==> src/hw/txt_ctrl_cfg.svh <==
// Offsets, field positions and reset values of the teletext control bank
`ifndef TXT_CTRL_CFG_SVH
`define TXT_CTRL_CFG_SVH

// Register indexes
`define OFS_ACQ_DISPLAY_CONTROL_A 3'h0
`define OFS_ACQ_SYNC_CONTROL 3'h1
`define OFS_PAGE_REQUEST_SELECT 3'h2
`define OFS_PAGE_REQUEST_DATA 3'h3
`define OFS_OSD_STYLE_CONTROL 3'h4

// Control A fields
`define BIT_EXT_ROW_STORE 0
`define BIT_EXT_ROW_SHOW 1
`define BIT_AUTO_BLANK 2
`define BIT_HDR_ROLL_INH 3
`define BIT_STATUS_ROW_ONLY 4
`define BIT_BLANK_DISABLE 5
`define BIT_VPS_EN 6
`define BIT_INV_EN 7

// Sync control fields
`define BIT_EXT_DEC_INH 0
`define BIT_RAW_DATA 1
`define BIT_CAPTURE_INH 2
`define BIT_ENH_INH 3
`define BIT_ANY_LINE 4
`define BIT_FIELD_POL 5
`define BIT_LINE_SYNC_POL 6
`define BIT_FIELD_SYNC_POL 7

// Page request fields
`define REQ_COL_LSB 0
`define REQ_COL_MSB 2
`define REQ_ENTRY_LSB 3
`define REQ_ENTRY_MSB 6
`define REQ_VALUE_MSB 4
`define REQ_COLUMNS 8
`define REQ_ENTRIES 16

// OSD style fields
`define BIT_BANK_SW 0
`define BIT_QUAD_WIDTH 1
`define BIT_LANG_REGION 2
`define BIT_TALL_SUPPRESS 3
`define BIT_BLACK_MESH 4
`define BIT_COLOUR_MESH 5
`define BIT_BLACK_TRANS 6
`define BIT_SHADOW 7

`define CTRL_RESET 8'h00
`define REQ_RESET 5'h00

`endif

==> src/hw/txt_ctrl_pkg.sv <==
// Types of the teletext control bank
package txt_ctrl_pkg;

    typedef struct packed {
        logic [2:0] addr;
        logic [7:0] wdata;
        logic wr;
        logic rd;
    } reg_req_t;

    typedef struct packed {
        logic ext_row_store_select;
        logic ext_row_show_select;
        logic header_roll_inhibit;
        logic status_row_only;
        logic vps_capture_en;
        logic inventory_capture_en;
        logic extension_decode_inhibit;
        logic raw_data_mode;
        logic capture_write_inhibit;
        logic enhancement_proc_inhibit;
        logic any_line_decode;
        logic field_sync_late;
        logic line_sync_neg;
        logic field_sync_neg;
    } acq_ctrl_t;

    typedef struct packed {
        logic char_bank_switch_en;
        logic quad_width_en;
        logic language_region_sel;
        logic tall_code_suppress;
        logic black_mesh_en;
        logic colour_mesh_en;
        logic black_transparent_en;
        logic shadow_en;
    } osd_ctrl_t;

    typedef struct packed {
        logic [3:0] entry;
        logic [2:0] col;
        logic [4:0] value;
        logic valid;
    } req_write_t;

endpackage

==> src/hw/teletext_acq_display_ctrl.sv <==
// Write-only teletext acquisition and display control bank
// Function
// - Store-select puts packet 24 in extension/page memory; show-select picks row 24 source.
// - Auto blanking bit forces overlay blanking off whenever video is displayed.
// - Header-roll inhibit stops rolling headers and time being written to memory.
// - Status-row-only bit shows row 24 and suppresses all other rows.
// - Blanking-disable bit holds the overlay blanking output permanently low.
// - VPS capture bit enables capture of VPS data lines; clear stops it.
// - Inventory bit collects the inventory page into memory block 8.
// - Extension-packet inhibit bit stops decoding of extension packets.
// - Raw-data bit stores packets 0 to 24 as received, no error checks.
// - Acquisition-off bit blocks all acquisition writes to teletext memory.
// - Packet-26 inhibit bit skips automatic packet 26 processing.
// - Line-range bit: VBI lines only at 0, any line at 1.
// - Field-polarity bit tells which half-line holds even-field sync edge.
// - Line and field sync polarity bits: 0 positive-going, 1 negative-going.
// - Entry and start column select where each 5-bit request write lands.
// - OSD bank bit enables bank switching of display characters.
// - Quad-width bit allows characters at four times normal width.
// - Language-region bit: western handling at 0, eastern at 1.
// - Double-height suppress bit ignores tall codes inside OSD boxes.
// - Two mesh bits mesh black and other-colour background areas.
// - Transparency bit makes black background transparent to video.
// - Shadow bit gives characters a lower-right shadow offset.
//
// The implementer's own choices: the plain strobed port and the address map.
`timescale 1ns/1ns
`include "txt_ctrl_cfg.svh"

module teletext_acq_display_ctrl (
    input wire logic mclk, // System clock, 10 MHz
    input wire logic rst, // Asynchronous reset, active high
    input wire logic [2:0] reg_addr, // Register index
    input wire logic [7:0] reg_wdata, // Write data
    input wire logic reg_wr, // Write strobe
    input wire logic reg_rd, // Read strobe
    output logic [7:0] reg_rdata, // Read data, one cycle after strobe
    input wire logic video_active, // Video currently being displayed
    input wire logic blank_request, // Display wants overlay blanking
    input wire logic [4:0] disp_row, // Row being displayed
    input wire logic line_sync_in, // Raw line sync pin level
    input wire logic field_sync_in, // Raw field sync pin level
    input wire logic capture_wr_req, // Acquisition memory write request
    input wire logic capture_is_header, // Request carries rolling header/time
    output logic overlay_blank, // Overlay blanking output
    output logic row_visible, // Current row may be shown
    output logic row24_from_ext, // Row 24 shown from extension memory
    output logic capture_wr_en, // Acquisition memory write allowed
    output logic line_sync, // Line sync, active high after polarity
    output logic field_sync, // Field sync, active high after polarity
    output txt_ctrl_pkg::acq_ctrl_t acq_ctrl, // Acquisition controls
    output txt_ctrl_pkg::osd_ctrl_t osd_ctrl, // Display style controls
    output txt_ctrl_pkg::req_write_t req_write // Page request write event
);

    // ==========================================================
    // Control registers
    logic [7:0] acq_display_control_a;
    logic [7:0] acq_sync_control;
    logic [7:0] page_request_select;
    logic [7:0] osd_style_control;
    logic [2:0] next_col;
    logic [4:0] req_table [0:`REQ_ENTRIES-1][0:`REQ_COLUMNS-1];
    txt_ctrl_pkg::reg_req_t bus;

    assign bus = '{addr: reg_addr, wdata: reg_wdata, wr: reg_wr, rd: reg_rd};

    always_ff @(posedge mclk or posedge rst) begin
        if (rst) begin
            acq_display_control_a <= `CTRL_RESET;
        end else if (bus.wr && bus.addr == `OFS_ACQ_DISPLAY_CONTROL_A) begin
            acq_display_control_a <= bus.wdata;
        end
    end

    always_ff @(posedge mclk or posedge rst) begin
        if (rst) begin
            acq_sync_control <= `CTRL_RESET;
        end else if (bus.wr && bus.addr == `OFS_ACQ_SYNC_CONTROL) begin
            acq_sync_control <= bus.wdata;
        end
    end

    always_ff @(posedge mclk or posedge rst) begin
        if (rst) begin
            osd_style_control <= `CTRL_RESET;
        end else if (bus.wr && bus.addr == `OFS_OSD_STYLE_CONTROL) begin
            osd_style_control <= bus.wdata;
        end
    end

    // ==========================================================
    // Page request loading
    assign next_col = page_request_select[`REQ_COL_MSB:`REQ_COL_LSB] + 3'h1;

    always_ff @(posedge mclk or posedge rst) begin
        if (rst) begin
            page_request_select <= `CTRL_RESET;
        end else if (bus.wr && bus.addr == `OFS_PAGE_REQUEST_SELECT) begin
            page_request_select <= {1'b0, bus.wdata[6:0]};
        end else if (bus.wr && bus.addr == `OFS_PAGE_REQUEST_DATA) begin
            page_request_select[`REQ_COL_MSB:`REQ_COL_LSB] <= next_col;
        end
    end

    always_ff @(posedge mclk or posedge rst) begin
        if (rst) begin
            req_write <= '0;
        end else begin
            req_write.valid <= bus.wr && bus.addr == `OFS_PAGE_REQUEST_DATA;
            req_write.entry <= page_request_select[`REQ_ENTRY_MSB:`REQ_ENTRY_LSB];
            req_write.col <= page_request_select[`REQ_COL_MSB:`REQ_COL_LSB];
            req_write.value <= bus.wdata[`REQ_VALUE_MSB:0];
        end
    end

    genvar ge, gc;
    generate
        for (ge = 0; ge < `REQ_ENTRIES; ge++) begin : g_entry
            for (gc = 0; gc < `REQ_COLUMNS; gc++) begin : g_col
                always_ff @(posedge mclk or posedge rst) begin
                    if (rst) begin
                        req_table[ge][gc] <= `REQ_RESET;
                    end else if (bus.wr && bus.addr == `OFS_PAGE_REQUEST_DATA
                                 && page_request_select[`REQ_ENTRY_MSB:`REQ_ENTRY_LSB]
                                    == 4'(ge)
                                 && page_request_select[`REQ_COL_MSB:`REQ_COL_LSB]
                                    == 3'(gc)) begin
                        req_table[ge][gc] <= bus.wdata[`REQ_VALUE_MSB:0];
                    end
                end
            end
        end
    endgenerate

    // ==========================================================
    // Read port: registers are write-only, reads give zero
    always_ff @(posedge mclk or posedge rst) begin
        if (rst) begin
            reg_rdata <= 8'h00;
        end else begin
            reg_rdata <= 8'h00;
        end
    end

    // ==========================================================
    // Acquisition controls
    always_comb begin
        acq_ctrl.ext_row_store_select = acq_display_control_a[`BIT_EXT_ROW_STORE];
        acq_ctrl.ext_row_show_select = acq_display_control_a[`BIT_EXT_ROW_SHOW];
        acq_ctrl.header_roll_inhibit = acq_display_control_a[`BIT_HDR_ROLL_INH];
        acq_ctrl.status_row_only = acq_display_control_a[`BIT_STATUS_ROW_ONLY];
        acq_ctrl.vps_capture_en = acq_display_control_a[`BIT_VPS_EN];
        acq_ctrl.inventory_capture_en = acq_display_control_a[`BIT_INV_EN];
        acq_ctrl.extension_decode_inhibit = acq_sync_control[`BIT_EXT_DEC_INH];
        acq_ctrl.raw_data_mode = acq_sync_control[`BIT_RAW_DATA];
        acq_ctrl.capture_write_inhibit = acq_sync_control[`BIT_CAPTURE_INH];
        acq_ctrl.enhancement_proc_inhibit = acq_sync_control[`BIT_ENH_INH];
        acq_ctrl.any_line_decode = acq_sync_control[`BIT_ANY_LINE];
        acq_ctrl.field_sync_late = acq_sync_control[`BIT_FIELD_POL];
        acq_ctrl.line_sync_neg = acq_sync_control[`BIT_LINE_SYNC_POL];
        acq_ctrl.field_sync_neg = acq_sync_control[`BIT_FIELD_SYNC_POL];
    end

    // Memory write gate: acquisition-off beats everything
    assign capture_wr_en = capture_wr_req && !acq_sync_control[`BIT_CAPTURE_INH]
        && !(capture_is_header && acq_display_control_a[`BIT_HDR_ROLL_INH]);

    assign line_sync = line_sync_in ^ acq_sync_control[`BIT_LINE_SYNC_POL];
    assign field_sync = field_sync_in ^ acq_sync_control[`BIT_FIELD_SYNC_POL];

    // ==========================================================
    // Display controls
    assign row24_from_ext = acq_display_control_a[`BIT_EXT_ROW_SHOW];
    assign row_visible = !acq_display_control_a[`BIT_STATUS_ROW_ONLY]
        || disp_row == 5'h18;

    // Disable wins over auto and request
    assign overlay_blank = !acq_display_control_a[`BIT_BLANK_DISABLE]
        && blank_request
        && !(acq_display_control_a[`BIT_AUTO_BLANK] && video_active);

    always_comb begin
        osd_ctrl.char_bank_switch_en = osd_style_control[`BIT_BANK_SW];
        osd_ctrl.quad_width_en = osd_style_control[`BIT_QUAD_WIDTH];
        osd_ctrl.language_region_sel = osd_style_control[`BIT_LANG_REGION];
        osd_ctrl.tall_code_suppress = osd_style_control[`BIT_TALL_SUPPRESS];
        osd_ctrl.black_mesh_en = osd_style_control[`BIT_BLACK_MESH];
        osd_ctrl.colour_mesh_en = osd_style_control[`BIT_COLOUR_MESH];
        osd_ctrl.black_transparent_en = osd_style_control[`BIT_BLACK_TRANS];
        osd_ctrl.shadow_en = osd_style_control[`BIT_SHADOW];
    end

endmodule

==> config.mk <==
export PLATFORM = sky130hd
export DESIGN_NAME = teletext_acq_display_ctrl
export DESIGN_NICKNAME = d
export VERILOG_FILES = /design/src/hw/txt_ctrl_pkg.sv /design/src/hw/teletext_acq_display_ctrl.sv
export VERILOG_INCLUDE_DIRS = /design/src /design/src/hw
export SDC_FILE = /design/constraint.sdc
export NUM_CORES = 1
export LEC_CHECK = 0
export BUFFER_PORTS_ARGS = -buffer_cell sky130_fd_sc_hd__buf_4
export CAP_MARGIN = 20
export CORE_MARGIN = 2
export CORE_UTILIZATION = 42
export CTS_CLUSTER_SIZE = 10
export DETAILED_ROUTE_END_ITERATION = 10
export GPL_TIMING_DRIVEN = 0
export PLACE_DENSITY_LB_ADDON = 0.1
export SYNTH_ARGS = -nofsm -noshare
export SYNTH_HDL_FRONTEND = slang
export SYNTH_SLANG_ARGS = --single-unit
==> constraint.sdc <==
create_clock -name mclk -period 1.15 [get_ports mclk]
set_input_delay 0.0575 -clock mclk [delete_from_list [all_inputs] [get_ports mclk]]
set_output_delay 0.0575 -clock mclk [all_outputs]
set_load 0.01 [all_outputs]
==> summary.md, run 1 <==
| Metric | Value |
|---|---|
| Area delta synth->final | `44.2%` |
| Final core utilization | `0.638` |
| N_diodes | `0` |
| Fin Hold WS | `about 0.025 ns` |
| Slowest CP cell | `dfrtp_1` |
| Worst-Skew Late Latency | `between 0.2 and 0.3 ns` |
| CTS tree | `done` |
| Syn_area_per_cell | `approximately 15 um2` |
| CTS H-tree lvls | `2` |
| Via count | `about 1200` |
| Clock buffers created by TritonCTS | `5` |
| Ports | `75` |
| Max incr delay on CP | `about 0.40 ns` |
| I/O Buffers | `63` |
| Vias per cell | `approximately 4.6` |
| Area leader, netlist | `dfrtp_1` |
| Worst Path Buf+Inv | `1` |
| Cell Pwr Density | `1700 nW/um2` |
| Max-Cap Viols | `0` |
| Status | `completed` |
| WHS Path Cells | `2` |
| Post-DRT Antenna Nets | `0` |
| Peak fanout along the critical path | `2` |
| Total grt overflow | `0` |
| Area of the core | `~4000 um2` |
| Crit path from | `page_request_select[0]` |
| Crit path launch type | `flop` |
| First-pass GRT wire length | `approximately 6000 um` |
| Post-synth top area share | `0.618` |
| Kind of end point of the critical path | `flop` |
| Hold Fails Final Rpt | `0` |
| Leading post-synthesis cells by cell area | `dfrtp_1, mux2_2, buf_4` |
| DIE WIDTH | `69.1 um` |
| Fin nets | `235` |
| CP Data Required Time | `roughly 1.4 ns` |
| Final max-slew violation count | `0` |
| First DRT Iteration DRCs | `50` |
| Synthesized flop and latch total | `44` |
| Post-Route WL | `3640 um` |
| WP depth | `4` |
| Cells after Synth | `approximately 120` |
| Initial antenna violation count | `0` |
| Tightest Hold Check Type | `in -> reg` |
| R2R depth | `4` |
| Share of the yosys chip area belonging to registers | `0.618` |
| Gr usage total | `0.162` |
| Die extent in y | `a little under 70 um` |
| Clock Skew | `between 0.007 and 0.008 ns` |
| Overall die area | `4780 um2` |
| Max VDD drop | `between 1 and 1.5 mV` |
| Synth Cell Area | `around 1800 um2` |
| Drc violations | `0` |
| Worst-path clk slew | `0.08 ns` |
| Pin count of the biggest net entering global routing | `45` |
| Root Driver | `clkbuf_8` |
| Critical Path, Cell by Cell | `ha_1, inv_1, a221oi_2, a21o_1` |
| Storage element area | `between 1000 and 1500 um2` |
| RSZ-0062 raised after global routing | `yes` |
| FP Rows | `23` |
| Gpl congestion | `around 0.74` |
| Tmin final | `1.14 ns` |
| Setup TNS Final | `0 ns` |
| Crit share post-route | `0.993` |
| Yosys cell types | `26` |
| End of the critical path | `page_request_select[1]` |
| Vias in the first global route | `around 1200` |
| Max transition margin | `0.512` |
| Worst R2R Start | `page_request_select[0]` |
| Share of layout cells above drive strength 1 | `0.612` |
| CTS sink count | `between 40 and 50` |
| Initial core utilization | `0.442` |
| Final setup vio count | `0` |
| Clk buf depth | `2` |
| Multi-input logic area | `between 500 and 600 um2` |
| FMAX | `~880 MHz` |
| Leak pwr | `roughly 0.0013 uW` |
| Worst-margin pin slew | `about 0.73 ns` |
| CP Class | `reg -> reg` |
| First drt pass iteration count | `3` |
| Critical path arrival | `about 1.4 ns` |
| Detailed placement HPWL | `2540 um` |
| Worst R2R Setup Slack | `0.009 ns` |
| R2r endpoint | `page_request_select[1]` |
| Fillers | `between 300 and 400` |
| CP top delay family | `flip-flops` |
| WL/cell | `14.1 um` |
| Synth warn | `0` |
==> where the power goes <==
part	switching [uW]	internal [uW]	leakage (uW)
registers	171	1850	0.000525
clock network	501	642	0.0000541
logic	474	730	0.000684
total	1150	3220	0.00126
==> cell usage after synthesis <==
library cell / instances
nor3_1: 2
nor3_4: 1
nand2b_1: 1
dfrtp_1: 44
mux2_2: 28
nor3b_1: 1
buf_2: 1
conb_1: 1
a211oi_1: 2
nor2_1: 2
nor3_2: 1
nand2b_4: 1
nand3b_1: 2
a21o_1: 1
buf_4: 14
nand2_1: 3
a211o_1: 2
buf_6: 1
nor3b_4: 1
o41ai_1: 1
inv_1: 5
o21ai_0: 1
ha_1: 1
xor2_1: 2
nor3b_2: 1
a221oi_1: 1
==> sequential cells by signal (all words and copies together) (netlist names) <==
| register | cells |
|---|---|
| acq_display_control_a | 8 |
| osd_style_control | 8 |
| acq_sync_control | 8 |
| page_request_select | 7 |
| req_write | 13 |
==> cell families after synthesis <==
family,synth area share
XOR/XNOR,0.00983
AND/OR/NAND/NOR,0.0723
AO/OA/AOI/OAI,0.0351
adder cells (fa/ha/maj),0.00702
flip-flops,0.618
buffers and inverters,0.0786
other,0.00210
multiplexers,0.177
==> worst reg2reg max path, delay by kind of cell (launching register included) <==
kind	cells	cell delay (ns)
flops	1	0.40
compound gates	2	0.35
fa+ha+maj	1	0.29
buf+inv	1	0.05
==> area by class of cell <==
class	count	area share
Clock buffer	5	0.0268
Tap cell	50	0.0244
Sequential cell	44	0.429
Clock inverter	3	0.0166
Buffer	16	0.0472
Timing Repair Buffer	73	0.219
Multi-Input combinational cell	63	0.229
Inverter	5	0.00779
==> worst min-delay path by stage <==
| stage | startpoint | end | slack, ns |
|---|---|---|---|
| detailed placement | reg_wdata[0] | req_write[1] | 0.20 |
| global placement | reg_wdata[4] | req_write[5] | 0.20 |
| floorplan | reg_wdata[0] | req_write[1] | 0.09 |
| finish | reg_wdata[5] | page_request_select[5] | 0.02 |
| CTS | reg_wdata[6] | osd_style_control[6] | 0.01 |
| global route | reg_wdata[7] | osd_style_control[7] | 0.005 |
==> cells in the final DEF, fill, tap and decap left out, types with 2 or more instances in the layout <==
master / n
buf_4: 81
dfrtp_1: 44
mux2_2: 28
conb_1: 8
dlygate4sd3_1: 6
clkbuf_8: 5
inv_1: 4
nand2_1: 3
nor3_4: 2
a211oi_2: 2
xor2_1: 2
nand3b_1: 2
nor2_1: 2
clkinv_2: 2
nor3_1: 2
a211o_1: 2
==> routing by layer <==
metal  vias up  part of all wire  GRT usage
met5         -                 0          0
met4         0             0.017     0.0588
met3         7             0.093     0.0658
met2        55              0.50      0.267
met1       560              0.39      0.189
li1        574                 -          -
==> per-stage QoR <==
stage | std cells | worst slack, ns | power [uW] | instance area [um2]
after CTS | 257 | 0.00739 | 4390 | 2540
after global placement | 241 | -0.438 | 3130 | 2340
after global routing | 259 | -0.0377 | 4650 | 2570
after floorplan | 128 | 0.00142 | 2580 | 1810
after detailed placement | 241 | -0.322 | 3190 | 2340
final | 259 | 0.00855 | 4370 | 2570
==> what timing repair did <==
item,in CTS,in global routing
buffers inserted,2,2
pin swaps,0,0
hold buffers,6,0
resized for setup,2,3
hold endpoints to repair,49,0
setup endpoints to repair,2,48
Note: power is estimated with default switching activity, not from simulation.
==> inputs of run 2 (changes only) <==
Settings changed: ABC_AREA set to 1, CORE_UTILIZATION 42 to 45, CTS_BUF_LIST set to sky130_fd_sc_hd__clkbuf_4.
==> run 2 against run 1 <==
The flow now finishes with violations (negative setup slack). Die area down 2.6%. Critical path depth down 2. Wire length up 3.4%. Setup slack worse by 0.049 ns. Cell count up 20%. Register-to-register slack better by 0.08 ns. Synthesized cell count up 40%. Critical path type is now reg -> out.
==> summary.md, run 2 <==
| Metric | Value |
|---|---|
| Status | `finished with violations` |
| Violated checks | `negative setup slack` |
| Worst R2R Start | `page_request_select[0]` |
| Synthesized flop and latch total | `44` |
| Clock Skew | `around 0.014 ns` |
| Multi-input logic area | `just under 600 um2` |
| Post-Synth XOR/XNOR Area | `0.0142` |
| Crit path launch type | `flop` |
| Synth Flop Type | `dfrtp_1` |
| Detailed placement HPWL | `approximately 2600 um` |
| Number of flip-flops in the largest register | `13` |
| Ys async rst share | `1.00` |
| Commonest non-fill, non-tap cell in the layout | `buf_4` |
| Kind of end point of the critical path | `primary output` |
| R2r endpoint | `page_request_select[1]` |
| Setup TNS Final | `-0.0533 ns` |
| Final core utilization | `0.662` |
| Gr usage total | `0.177` |
| Synth Area in Adders | `0.00674` |
| Cells after Synth | `approximately 170` |
| Post-Route WL | `roughly 3800 um` |
| First-pass GRT wire length | `approximately 6000 um` |
| Yosys cell types | `20` |
| I/O Buffers | `65` |
| CP Class | `reg -> out` |
| CTS tree | `done` |
| Slowest CP cell | `dfrtp_1` |
| EDFF count, synth | `0` |
| Worst Hold End | `acq_sync_control[5]` |
| R2R depth | `5` |
| FP Rows | `23` |
| Via count | `between 1000 and 1500` |
| Leak pwr | `0.00140 uW` |
| Most frequent cell after synthesis | `dfrtp_1` |
| Area of the core | `slightly below 4000 um2` |
| Initial antenna violation count | `0` |
| Simple-gate area share of the yosys netlist | `0.164` |
| First drt pass iteration count | `4` |
| Worst-path clk slew | `0.13 ns` |
| N_diodes | `0` |
| Largest family of logic cells by synthesized area | `simple AND/OR/NAND/NOR gates` |
| Max-Cap Viols | `0` |
| WHS Path Cells | `3` |
| Pin count of the biggest net entering global routing | `45` |
| Total grt overflow | `0` |
| Cell Pwr Density | `1600 nW/um2` |
| Clock buffers created by TritonCTS | `5` |
| Max incr delay on CP | `~0.42 ns` |
| Hold wc startpoint | `reg_wdata[5]` |
| Root Driver | `clkbuf_4` |
| Post-synth top area share | `0.593` |
| Worst-Skew Late Latency | `0.37 ns` |
| Fin nets | `around 290` |
| Worst R2R Setup Slack | `about 0.09 ns` |
| Drc violations | `0` |
| Reg with most FFs | `req_write` |
| Vias per cell | `approximately 4.4` |
| CTS sink count | `44` |
| Synth warn | `0` |
| Tmin final | `around 1.2 ns` |
| Tightest Hold Check Type | `in -> reg` |
| Critical path arrival | `1.13 ns` |
| Commonest cells after routing, fill and taps aside | `buf_4, dfrtp_1, nand2_1` |
| Max VDD drop | `0.973 mV` |
| Share of layout cells above drive strength 1 | `0.479` |
| Syn_area_per_cell | `between 10 and 15 um2` |
| Area leader, netlist | `dfrtp_1` |
| RSZ-0062 raised after global routing | `yes` |
| WL/cell | `~12 um` |
| Storage element area | `roughly 1100 um2` |
| DIE WIDTH | `about 68 um` |
| CTS H-tree lvls | `2` |
| CP Data Required Time | `between 1 and 1.5 ns` |
| Vias in the first global route | `around 1200` |
| Clk buf depth | `2` |
| Max transition margin | `0.510` |
| Final setup vio count | `2` |
| Synth Cell Area | `approximately 1900 um2` |
| Fillers | `between 300 and 400` |
| Final max-slew violation count | `0` |
| Critical Path, Cell by Cell | `xor2_1, buf_4` |
| Leading post-synthesis cells by cell area | `dfrtp_1, nand2_1, o21ai_2` |
| Post-DRT Antenna Nets | `0` |
| Hold Fails Final Rpt | `0` |
| Peak fanout along the critical path | `2` |
| Overall die area | `approximately 4700 um2` |
| Ports | `75` |
| Crit share post-route | `1.04` |
| Initial core utilization | `0.468` |
| Final worst slack | `-0.0404 ns` |
| Die extent in y | `68.2 um` |
| Share of the yosys chip area belonging to registers | `0.593` |
| Gpl congestion | `between 0.7 and 0.8` |
| Worst-margin pin slew | `between 0.7 and 0.8 ns` |
| Mux contribution to synthesized area | `0` |
| Area delta synth->final | `41.6%` |
| FMAX | `~840 MHz` |
| Most instantiated cells after synthesis | `dfrtp_1, nand2_1, o21ai_2, buf_4, inv_1` |
| Synth Area in Compound Gates | `0.111` |
| First DRT Iteration DRCs | `slightly below 60` |
run 2: kinds of logic (layout without fill, tap and decap cells):
family | after synthesis | after routing
adder cells (fa/ha/maj) | 1 | 1
XOR/XNOR | 3 | 3
AO/OA/AOI/OAI | 29 | 29
flip-flops | 44 | 44
buffers and inverters | 32 | 117
AND/OR/NAND/NOR | 59 | 59
other | 1 | 8
run 2: power by group:
part,internal (uW),total (uW),switching [uW]
logic,668,1220,547
clock network,464,978,513
registers,1840,2010,170
run 2: metal layers:
metal  vias to the layer above  track usage  routed length, um
li1                        704            -                  -
met1                       611        0.222               1650
met2                        46        0.289               1790
met3                         5       0.0609                278
met4                         0       0.0525                 45
met5                         -            0                  0
run 2: stage by stage:
stage / worst slack [ns] / instance area, um2 / total power (uW) / hold WS, ns / cells
final: -0.0404 / 2630 / 4200 / 0.0116 / 311
after floorplan: 0.0614 / 1880 / 2640 / 0.0889 / 176
after global placement: -0.487 / 2430 / 3180 / 0.176 / 291
after global routing: -0.109 / 2630 / 4450 / 0.0170 / 311
after detailed placement: 0.0975 / 2430 / 3210 / 0.177 / 291
after CTS: -0.0483 / 2610 / 4230 / 0.00568 / 309
run 2: how the worst max path moves through the flow:
stage	depth (start not counted)	to	start
after floorplan	1	acq_display_control_a[0]	rst
after global placement	2	osd_style_control[7]	rst
after detailed placement	5	page_request_select[2]	page_request_select[0]
after CTS	4	capture_wr_en	acq_display_control_a[3]
after global routing	2	line_sync	acq_sync_control[6]
final	2	line_sync	acq_sync_control[6]
run 2: layout make-up:
cell class / instances / area share
multi-input cells: 100 / 0.220
repair buffers: 77 / 0.228
inverters: 14 / 0.0205
flip-flops and latches: 44 / 0.419
clock buffers: 5 / 0.0143
clock inverters: 3 / 0.0176
plain buffers: 18 / 0.0571
well taps: 50 / 0.0238
run 2: timing repair:
item	4_1_cts	5_1_grt
cloned	0	0
endpoints found under the hold margin	52	0
buffers inserted	2	2
pin swaps	1	1
resized for setup	0	1
hold buffers	8	0
endpoints found under the setup margin	3	50
run 2: critical path: cells and delay by family (launching register included):
kind,cells,cell delay (ns)
XOR/XNOR,1,0.19
buffers and inverters,1,0.16
flip-flops,1,0.42
